### src/design/rotate_pkg.sv
package rotate_pkg;

    // Operand geometry
    localparam int DATA_W     = 8;
    localparam int TOP_BIT    = 7;
    localparam int LOW_BIT    = 0;
    localparam int OP_W       = 3;
    localparam int ADDR_W_DEF = 8;

    // Reset values
    localparam logic [7:0] WORK_RESET  = 8'h00;
    localparam logic [7:0] WDATA_RESET = 8'h00;

    // Instruction codes presented by the decoder
    typedef enum logic [2:0] {
        ROTATE_LEFT_IN_PLACE        = 3'h0,
        ROTATE_LEFT_TO_WORK         = 3'h1,
        ROTATE_LEFT_CARRY_IN_PLACE  = 3'h2,
        ROTATE_LEFT_CARRY_TO_WORK   = 3'h3,
        ROTATE_RIGHT_IN_PLACE       = 3'h4,
        ROTATE_RIGHT_TO_WORK        = 3'h5,
        ROTATE_RIGHT_CARRY_IN_PLACE = 3'h6,
        ROTATE_UNUSED               = 3'h7
    } rot_op_e;

    // Left shift by one with a chosen bit entering at the bottom
    function automatic logic [7:0] shift_left_in(input logic [7:0] value, input logic fill);
        shift_left_in = {value[TOP_BIT-1:LOW_BIT], fill};
    endfunction : shift_left_in

    // Right shift by one with a chosen bit entering at the top
    function automatic logic [7:0] shift_right_in(input logic [7:0] value, input logic fill);
        shift_right_in = {fill, value[TOP_BIT:LOW_BIT+1]};
    endfunction : shift_right_in

endpackage : rotate_pkg

### src/design/rot_if.sv
`timescale 1ns/1ps
interface rot_if;
    logic [2:0] op;
    logic [7:0] operand;
    logic       carry_in;
    logic [7:0] result;
    logic       carry_out;
    logic       to_mem;
    logic       to_work;
    logic       writes_carry;
    logic       legal;

    modport calc (
        input  op,
        input  operand,
        input  carry_in,
        output result,
        output carry_out,
        output to_mem,
        output to_work,
        output writes_carry,
        output legal
    );

    modport user (
        output op,
        output operand,
        output carry_in,
        input  result,
        input  carry_out,
        input  to_mem,
        input  to_work,
        input  writes_carry,
        input  legal
    );
endinterface : rot_if

### src/design/byte_rotate_unit.sv
`timescale 1ns/1ps
module byte_rotate_unit #(
    parameter int ADDR_W = rotate_pkg::ADDR_W_DEF
) (
    input  wire logic              ref_clk,
    input  wire logic              resetn,
    input  wire logic              exec_valid,
    input  wire logic [2:0]        exec_op,
    input  wire logic [ADDR_W-1:0] exec_addr,
    input  wire logic [7:0]        operand,
    input  wire logic              carry_in,
    output logic                   mem_we,
    output logic [ADDR_W-1:0]      mem_addr,
    output logic [7:0]             mem_wdata,
    output logic                   work_we,
    output logic [7:0]             working_register,
    output logic                   carry_we,
    output logic                   shift_out_bit,
    output logic                   done,
    output logic                   op_error
);

    // Elaboration check on the address width
    if (ADDR_W < 1 || ADDR_W > 16) begin : g_bad_addr_w
        $error("byte_rotate_unit: ADDR_W must lie in 1..16");
    end

    // Bundle shared with the rotate engine
    rot_if rif ();

    // Operand and instruction into the rotate engine
    assign rif.op       = exec_op;
    assign rif.operand  = operand;
    assign rif.carry_in = carry_in;

    rotate_engine u_engine (
        .rif (rif)
    );

    // Request accepted only for a decoded code
    logic take;
    assign take = exec_valid & rif.legal;

    // Memory write-back, one cycle after the request
    always_ff @(posedge ref_clk or negedge resetn) begin
        if (!resetn) begin
            mem_we    <= 1'b0;
            mem_addr  <= '0;
            mem_wdata <= rotate_pkg::WDATA_RESET;
        end else begin
            mem_we <= take & rif.to_mem;
            if (take & rif.to_mem) begin
                mem_addr  <= exec_addr;
                mem_wdata <= rif.result;
            end
        end
    end

    // Working register load
    always_ff @(posedge ref_clk or negedge resetn) begin
        if (!resetn) begin
            work_we          <= 1'b0;
            working_register <= rotate_pkg::WORK_RESET;
        end else begin
            work_we <= take & rif.to_work;
            if (take & rif.to_work) begin
                working_register <= rif.result;
            end
        end
    end

    // Carry flag update, only for the through-carry forms
    always_ff @(posedge ref_clk or negedge resetn) begin
        if (!resetn) begin
            carry_we      <= 1'b0;
            shift_out_bit <= 1'b0;
        end else begin
            carry_we <= take & rif.writes_carry;
            if (take & rif.writes_carry) begin
                shift_out_bit <= rif.carry_out;
            end
        end
    end

    // Completion and bad-code pulses
    always_ff @(posedge ref_clk or negedge resetn) begin
        if (!resetn) begin
            done     <= 1'b0;
            op_error <= 1'b0;
        end else begin
            done     <= take;
            op_error <= exec_valid & ~rif.legal;
        end
    end
endmodule : byte_rotate_unit

### src/design/rotate_engine.sv
`timescale 1ns/1ps
module rotate_engine (
    rot_if.calc rif
);

    // Combinational rotate and destination decode
    always_comb begin
        rif.result       = rif.operand;
        rif.carry_out    = rif.carry_in;
        rif.to_mem       = 1'b0;
        rif.to_work      = 1'b0;
        rif.writes_carry = 1'b0;
        rif.legal        = 1'b1;
        case (rif.op)
            rotate_pkg::ROTATE_LEFT_IN_PLACE: begin
                rif.result = rotate_pkg::shift_left_in(rif.operand, rif.operand[rotate_pkg::TOP_BIT]);
                rif.to_mem = 1'b1;
            end
            rotate_pkg::ROTATE_LEFT_TO_WORK: begin
                rif.result  = rotate_pkg::shift_left_in(rif.operand, rif.operand[rotate_pkg::TOP_BIT]);
                rif.to_work = 1'b1;
            end
            rotate_pkg::ROTATE_LEFT_CARRY_IN_PLACE: begin
                rif.result       = rotate_pkg::shift_left_in(rif.operand, rif.carry_in);
                rif.carry_out    = rif.operand[rotate_pkg::TOP_BIT];
                rif.writes_carry = 1'b1;
                rif.to_mem       = 1'b1;
            end
            rotate_pkg::ROTATE_LEFT_CARRY_TO_WORK: begin
                rif.result       = rotate_pkg::shift_left_in(rif.operand, rif.carry_in);
                rif.carry_out    = rif.operand[rotate_pkg::TOP_BIT];
                rif.writes_carry = 1'b1;
                rif.to_work      = 1'b1;
            end
            rotate_pkg::ROTATE_RIGHT_IN_PLACE: begin
                rif.result = rotate_pkg::shift_right_in(rif.operand, rif.operand[rotate_pkg::LOW_BIT]);
                rif.to_mem = 1'b1;
            end
            rotate_pkg::ROTATE_RIGHT_TO_WORK: begin
                rif.result  = rotate_pkg::shift_right_in(rif.operand, rif.operand[rotate_pkg::LOW_BIT]);
                rif.to_work = 1'b1;
            end
            rotate_pkg::ROTATE_RIGHT_CARRY_IN_PLACE: begin
                rif.result       = rotate_pkg::shift_right_in(rif.operand, rif.carry_in);
                rif.carry_out    = rif.operand[rotate_pkg::LOW_BIT];
                rif.writes_carry = 1'b1;
                rif.to_mem       = 1'b1;
            end
            default: begin
                rif.legal = 1'b0;
            end
        endcase
    end

endmodule : rotate_engine

### config.mk
export PLATFORM = sky130hd
export DESIGN_NAME = byte_rotate_unit
export DESIGN_NICKNAME = d
export VERILOG_FILES = /design/src/design/rotate_pkg.sv /design/src/design/rot_if.sv /design/src/design/byte_rotate_unit.sv /design/src/design/rotate_engine.sv
export SDC_FILE = /design/constraint.sdc
export NUM_CORES = 1
export LEC_CHECK = 0
export ABC_AREA = 1
export BUFFER_PORTS_ARGS = -buffer_cell sky130_fd_sc_hd__buf_2
export CAP_MARGIN = 20
export CORE_MARGIN = 3
export CORE_UTILIZATION = 53
export DETAILED_ROUTE_END_ITERATION = 16
export GPL_TIMING_DRIVEN = 0
export PLACE_DENSITY = 0.94
export SLEW_MARGIN = 20
export SYNTH_ARGS = -nofsm -noshare
export SYNTH_HDL_FRONTEND = slang
export SYNTH_HIERARCHICAL = 1
export SYNTH_SLANG_ARGS = --single-unit
### constraint.sdc
create_clock -name ref_clk -period 1.4 [get_ports ref_clk]
set_input_delay 0.21 -clock ref_clk [delete_from_list [all_inputs] [get_ports ref_clk]]
set_output_delay 0.21 -clock ref_clk [all_outputs]
set_load 0.02 [all_outputs]
Word level (Yosys, flattened, before mapping)
Index checks and enable logic that the tools add are counted.
{"block": "word_totals", "regBits": 30, "latchBits": 0, "ramBits": 0, "rom_bits": 0, "elab_cells": 35, "n_memories": 0}
{"block": "classes", "n_addsub": 0, "n_mul": 0, "div_mod_pow": 0, "n_lt_le_gt_ge": 0, "n_eq_ne": 6, "n_shift": 0, "mux": 6, "bitwise": 6, "reduce_logical": 8}
{"op": "8-bit case mux with 4 select lines", "n": 1}
{"op": "3-bit == test (second input constant)", "n": 3}
{"op": "7-bit OR reduction", "n": 1}
{"op": "3-bit by 2-bit == test with 1-bit output (second input constant)", "n": 2}
{"op": "2-bit OR reduction", "n": 3}
{"op": "3-bit OR reduction", "n": 2}
{"op": "1-bit AND", "n": 5}
{"op": "1-bit 2-to-1 mux", "n": 4}
{"op": "4-bit OR reduction", "n": 1}
{"op": "3-bit by 1-bit == test with 1-bit output (second input constant)", "n": 1}
{"op": "3-bit logical NOT", "n": 1}
{"op": "1-bit case mux with 2 select lines", "n": 1}
{"op": "1-bit NOT", "n": 1}

Longest topological paths before layout
Gate-level depths: netlist of the first run.
{"block": "depth", "ltp_word": 5, "mapped_depth": 7, "ltp_nobuf": 6}

By module
The synthesis of the first run kept the hierarchy.
{"mod": "byte_rotate_unit", "n_inst": 1, "cells_each": 125, "area_per_inst_um2": 1248.7}
{"mod": "rotate_engine", "n_inst": 1, "cells_each": 57, "area_per_inst_um2": 275.3}

Worst setup path before layout of the first run
No wires, ideal clock.
{"block": "synth_path", "kind": "in2reg", "startpoint": "input exec_op[1]", "endpoint": "register working_register[0]", "arrival_ps": 1081, "setup_slack_ps": 201, "path_stages": 7, "cell_sequence": "clkbuf_2 buf_4 a21oi_1 buf_2 nand3_4 nand2_1 nand2_1"}
{"block": "synth_via", "elab_cells_between_ends": 17, "classes_between": "eq/ne (6); mux (3); bitwise (2); reduce/logical (6)"}
{"item": "start, declared", "line_no": "byte_rotate_unit.sv:8", "rtl": "input wire logic [2:0] exec_op,"}
{"item": "3-bit by 1-bit == test with 1-bit output (tied with other cells)", "line_no": "rotate_engine.sv:14", "rtl": "case (rif.op)"}
{"item": "3-bit OR reduction (no line) (*)"}
{"item": "1-bit 2-to-1 mux (*)", "line_no": "rotate_engine.sv:14"}
{"item": "named net rif.to_work", "line_no": "rot_if.sv:9", "rtl": "logic to_work;"}
{"item": "1-bit AND (*)", "line_no": "byte_rotate_unit.sv:66", "rtl": "if (take & rif.to_work) begin"}
{"item": "end signal, assigned", "line_no": "byte_rotate_unit.sv:63", "rtl": "working_register <= rotate_pkg::WORK_RESET;"}
{"item": "end signal, assigned", "line_no": "byte_rotate_unit.sv:67", "rtl": "working_register <= rif.result;"}
{"item": "end, declared", "line_no": "byte_rotate_unit.sv:16", "rtl": "output logic [7:0] working_register,"}
Mark *: on every way through the listed nets, which the timed path passes. The rest lies on a longest branch.
A chain may end at the register's enable or synchronous reset.

Worst setup path after layout of the first run
{"block": "layout_path", "startpoint": "register working_register[0]", "endpoint": "output working_register[0]"}
No word-level cell between the ends.

==> results of run 1 <==
[logic make-up (layout without fill, tap and decap cells)]
| kind of cell | count (synthesis) | after routing |
|---|---|---|
| and+or+nand+nor | 124 | 124 |
| buffers and inverters | 26 | 85 |
| AOI/OAI and AO/OA | 2 | 2 |
| DFF | 30 | 30 |
[flip-flops by register name, summed over array words and instances (netlist names)]
signal            cells
working_register      8
mem_wdata             8
carry_we              1
mem_we                1
shift_out_bit         1
mem_addr              8
op_error              1
work_we               1
done                  1
[report_power, final]
group	switching (mW)	internal (mW)
Sequential	0.0648	0.991
Combinational	0.419	0.219
Clock	0.292	0.243
Total	0.776	1.45
[layout make-up]
type | count | area [um^2] | area share (%)
Buffer | 14 | 113 | 5.98
Clock buffer | 7 | 55.1 | 2.93
Clock inverter | 1 | 5.00 | 0.266
Inverter | 12 | 45.0 | 2.39
Multi-Input combinational cell | 126 | 616 | 32.7
Sequential cell | 30 | 751 | 39.9
Tap cell | 30 | 37.5 | 1.99
Timing Repair Buffer | 51 | 260 | 13.8
[path summary, 6_finish.rpt]
| path | end | cells after the start |
|---|---|---|
| setup / recovery | working_register[0] | 1 |
| hold / removal | mem_addr[0] | 3 |
| setup reg to reg | mem_wdata[4] | 2 |
| hold reg to reg | working_register[3] | 2 |
| max in group asynchronous | working_register[2] | 2 |
| min in group asynchronous | working_register[0] | 2 |
[cells in the final DEF (no fill, tap or decap), drive strengths merged]
master / Yosys / routed
nand2: 71 / 71
inv: 12 / 12
nand4: 34 / 34
a21oi: 2 / 2
nand3: 15 / 15
dlygate4sd3: 0 / 1
dfrtp: 30 / 30
nor2: 4 / 4
clkinv: 0 / 1
clkbuf: 1 / 8
buf: 13 / 63
[per-stage QoR]
stage          cells  cell area (um^2)
3_3_place_gp     262              1810
4_1_cts          271              1880
2_1_floorplan    182              1520
3_5_place_dp     262              1810
5_1_grt          271              1880
6_report         271              1880
[routing by layer]
metal | global-route usage (%) | vias to the layer above | routed length, um
li1 | - | 725 | -
met1 | 29.5 | 649 | 1560
met2 | 32.6 | 52 | 1690
met3 | 7.41 | 10 | 233
met4 | 9.49 | 0 | 83
met5 | 0 | - | 0
==> impl_metrics.yaml, run 1 <==
logic_synthesis:
  ys_warn_count: 6
  netlist_area_mm2: 0.00152
  synth_compound_area_share_pct: 1.40
  synth_area_leaders: "dfrtp_1 (49%), nand2_1 (17%), nand4_1 (14%)"
  synthMuxAreaShare_pct: 0
  synth_fa_ha_area_share_pct: 0
  synth_enable_flop_cells: 0
  synth_xor_area_share_pct: 0
  async_flop_share_pct: 100
  syn_area_per_cell_um2: 8.37
  yosys.area.top_type: "dfrtp_1"
  yosysMostFrequentCell: "nand2_1"
  synth_cell_types: 15
  synth_common_cells: "nand2_1 (71), nand4_1 (34), dfrtp_1 (30)"
  yosys_register_bits: 30
  synth_cells: 182
  yosys.area_share.simple_pct: 39.0
  synth_nets: 205
  synth.top_cell.area_share_pct: 49.3
  ys_seq_area_share_pct: 49.3
  synth_ff_type: "dfrtp_1"
  synth_top_family_by_area: "simple AND/OR/NAND/NOR gates"
grt:
  grt_pass1_vias: 1235
  grt.total_usage_pct: 22.1
  grt_pass1_wl_um: 5690
  gr-total-overflow: 0
  grt_max_degree: 31
  antenna_found_initial: 0
detailed_routing:
  first_pass_iters: 4
  wirelength_um: 3570
  postRouteAntennaNets: 0
  vias_per_cell: 5.30
  wire_per_inst_um: 13.2
  vias: 1436
  drt_iter0_markers: 67
  drc: 0
critical_path:
  crit_type: "flop to output port"
  cp.required_ns: 1.19
  startpoint_type: "flop"
  path_cells: "buf_2"
  cp_slowest_cell: "dfrtp_1"
  reg2reg_from: "mem_wdata[4]"
  cp_data_arrival_time_ns: 0.91
  cp-end-kind: "output port"
  critPathBufInv: 1
  cp_max_fo: 2
  cpLargestDelayFamily: "flip-flops"
  cpPeakStageDelay_ns: 0.41
  startpoint: "working_register[0]"
  ff2ff_setup_slack_ns: 0.76
cts:
  cts_made_buffers: 5
  clk_latency_ns: 0.33
  cts_resized: 0
  cts_hold_buf: 1
  clockBufferDepth: 2
  cts_setup_buffers: 0
  cts_max_level: 2
  cts_tree: "done"
  clkTransAtPathRegs_ns: 0.10
  cts_root_buf: "clkbuf_4"
  clock_sinks: 30
final_layout:
  layout-drive-gt1-share_pct: 32.4
  finish.utilization_pct: 72.0
  syn_to_final_growth_pct: 23.5
  fillers: 206
  finalNetCount: 263
  antenna_cells: 0
timing:
  setup_violations: 0
  slew-limit-headroom_pct: 57.3
  max_freq_ghz: 0.891
  setup_tns_ns: 0
  drv_slew: 0
  rsz0062_at_grt: "no"
  whs_ns: 0.125
  tightest_slew_ns: 0.641
  finalCritPeriodShare_pct: 80.1
  fin_ws_ns: 0.278
  hold_viol: 0
  fin_skew_ns: 0
  finalCriticalPeriod_ns: 1.12
floorplanning:
  pin_count: 53
  die_area_mm2: 0.00355
  coreArea_mm2: 0.00261
  initial_utilization_pct: 58.3
  die_h_um: 59.6
  die_w_um: 59.6
  rows: 18
pwr:
  vdd_drop_max_uv: 996
  power_density_mw_per_mm2: 1180
  total_leakage_power_nw: 1.09
  power.total_mw: 2.23
hold_path:
  hp-start: "exec_addr[0]"
  hold_path.class: "primary input to flop"
placement:
  place.gp.congestion: 0.854
  pre_cts_ws_ns: 0.0496
  dp_hpwl_um: 2670
  portBuffers: 50
run_status:
  status: "completed"
job:
  cap_violations: 0
Power figures use the tool's default switching activity.
==> inputs of run 2 (changes only) <==
Settings changed: ABC_AREA 1 to 0, CORE_UTILIZATION 53 to 48, PLACE_DENSITY 0.94 to 0.89.
Clock period 1.4 ns to 1.1 ns, I/O delays scaled along.
==> run 2 against run 1 <==
Sequential cell count unchanged. Sequential power up 32%. Clock skew unchanged. Final cell count down 27%. Combinational power up 57%. Via count down 28%. Non-clock buffer count down 5. Wire length down 18%. Clock power up 28%. Die area up 0.49%. Largest cell class unchanged.
==> impl_metrics.yaml, run 2 <==
run_status:
  status: "completed"
timing:
  drv_slew: 0
  tightest_slew_ns: 0.637
  finalCritPeriodShare_pct: 96.0
  fin_ws_ns: 0.0441
  setup_violations: 0
  max_freq_ghz: 0.947
  hold_viol: 0
  setup_tns_ns: 0
  slew-limit-headroom_pct: 57.5
  fin_skew_ns: 0
  finalCriticalPeriod_ns: 1.06
critical_path:
  startpoint_type: "flop"
  ff2ff_setup_slack_ns: 0.21
  reg2reg_from: "working_register[0]"
  r2r_cells: 2
  cp_slowest_cell: "dfrtp_1"
  r2r-end: "working_register[0]"
  path_cells: "buf_2"
  crit_type: "flop to output port"
  cp.required_ns: 0.94
  cpLargestDelayFamily: "flip-flops"
  critPathBufInv: 1
  cp_max_fo: 2
  cpPeakStageDelay_ns: 0.40
  cp-end-kind: "output port"
  cp_data_arrival_time_ns: 0.89
logic_synthesis:
  synth_ff_type: "dfrtp_1"
  yosys_register_bits: 30
  yosysMostFrequentCell: "dfrtp_1"
  ys_warn_count: 6
  synth_nets: 126
  syn_area_per_cell_um2: 13.5
  synth_area_leaders: "dfrtp_1 (54%), mux2_2 (14%), mux2_4 (9.7%)"
  ys_seq_area_share_pct: 54.1
  synth_enable_flop_cells: 0
  synth.top_cell.area_share_pct: 54.1
  synth_common_cells: "dfrtp_1 (30), mux2_2 (17), a21oi_1 (10)"
  synth_cells: 103
  yosys.area.top_type: "dfrtp_1"
  synth_cell_types: 25
  async_flop_share_pct: 100
  netlist_area_mm2: 0.00139
cts:
  cts_tree: "done"
  cts_root_buf: "clkbuf_4"
  cts_made_buffers: 5
  clockBufferDepth: 2
  clock_sinks: 30
  cts_max_level: 2
  clk_latency_ns: 0.32
  clkTransAtPathRegs_ns: 0.10
job:
  cap_violations: 0
pwr:
  p_int_mw: 2.09
  p_seq_share_pct: 45.3
  p_clk_share_pct: 22.2
  vdd_drop_max_uv: 1710
  p_sw_mw: 0.995
  power_density_mw_per_mm2: 1680
  total_leakage_power_nw: 0.961
  comb_power_share_pct: 32.5
  power.total_mw: 3.09
  switching_share_pct: 32.2
hold_path:
  hp-start: "exec_addr[7]"
  hold_path.class: "primary input to flop"
  hold_path_depth: 2
  hold_path_end: "mem_addr[7]"
final_layout:
  fin_cells: 197
  layout-drive-gt1-share_pct: 58.1
  antenna_cells: 0
  layout.cells.most_common_list: "buf_2 (47), dfrtp_1 (30), mux2_2 (17), a21oi_1 (10), mux2_4 (9)"
  final_common_cell: "buf_2"
  fillers: 207
  finish.utilization_pct: 70.5
  reg_top3: "mem_addr (8), mem_wdata (8), working_register (8)"
  finalNetCount: 189
  syn_to_final_growth_pct: 32.7
detailed_routing:
  drc: 0
  wirelength_um: 2930
  wire_per_inst_um: 14.9
  postRouteAntennaNets: 0
  vias: 1035
  first_pass_iters: 4
  vias_per_cell: 5.25
  drt_iter0_markers: 23
floorplanning:
  die_h_um: 59.8
  pin_count: 53
  die_area_mm2: 0.00357
  rows: 18
  die_w_um: 59.8
  initial_utilization_pct: 53.1
  coreArea_mm2: 0.00261
placement:
  portBuffers: 52
  place_inst: 185
  pre_cts_ws_ns: -0.245
  place.gp.congestion: 0.781
  dp_hpwl_um: 2160
grt:
  gr-total-overflow: 0
  antenna_found_initial: 0
  grt_max_degree: 31
  grt_pass1_wl_um: 4720
  grt_pass1_vias: 1048
  grt.total_usage_pct: 18.5
## run 2: repair_timing
item | in CTS | in global routing
endpoints found under the hold margin | 30 | 0
setup buffers | 0 | 3
hold buffers | 1 | 0
gates resized for setup | 0 | 12
setup endpoints to repair | 0 | 9
## run 2: worst max-delay path by stage
stage / start / end / depth (start not counted)
2_1_floorplan: exec_op[2] / mem_addr[0] / 5
6_report: working_register[0] / working_register[0] / 1
4_1_cts: working_register[0] / working_register[0] / 1
3_3_place_gp: exec_op[2] / working_register[3] / 5
3_5_place_dp: exec_op[2] / working_register[0] / 5
5_1_grt: mem_wdata[1] / mem_wdata[1] / 1
## run 2: area by class of cell
class	instances	area (um^2)	area share (%)
tap	30	37.5	2.04
clock buffer	7	55.1	2.99
timing repair buffer	56	330	17.9
buffer	4	45.0	2.45
sequential	30	751	40.8
clock inverter	1	5.00	0.272
multi-input combinational	65	603	32.7
inverter	4	15.0	0.815
## run 2: per-layer routing
metal	wire length [um]	GRT usage, %	up-vias	part of all wire [%]
li1	-	-	488	-
met3	281	8.86	7	9.6
met4	56	9.18	0	1.9
met5	0	0	-	0
met2	1380	29.2	46	47
met1	1210	20.9	494	41
## run 2: cells by family after synthesis
| logic type | synth area share (%) |
|---|---|
| multiplexers | 28.6 |
| buffers and inverters | 3.34 |
| AO/OA/AOI/OAI | 6.58 |
| flip-flops | 54.1 |
| AND/OR/NAND/NOR | 7.40 |
## run 2: metrics by stage
stage          hold slack [ns]  instance area (um^2)
5_1_grt                 0.0336                  1840
4_1_cts                 0.0371                  1780
2_1_floorplan           -0.131                  1410
6_report                0.0602                  1840
3_3_place_gp             0.198                  1710
3_5_place_dp             0.226                  1710
## run 2: power by group through the flow
stage	logic (mW)	registers, mW	clock network, mW
3_3_place_gp	0.896	1.40	0
3_5_place_dp	0.921	1.41	0
2_1_floorplan	0.332	1.66	0
5_1_grt	1.08	1.42	0.769
4_1_cts	0.926	1.39	0.720
6_report	1.00	1.40	0.684
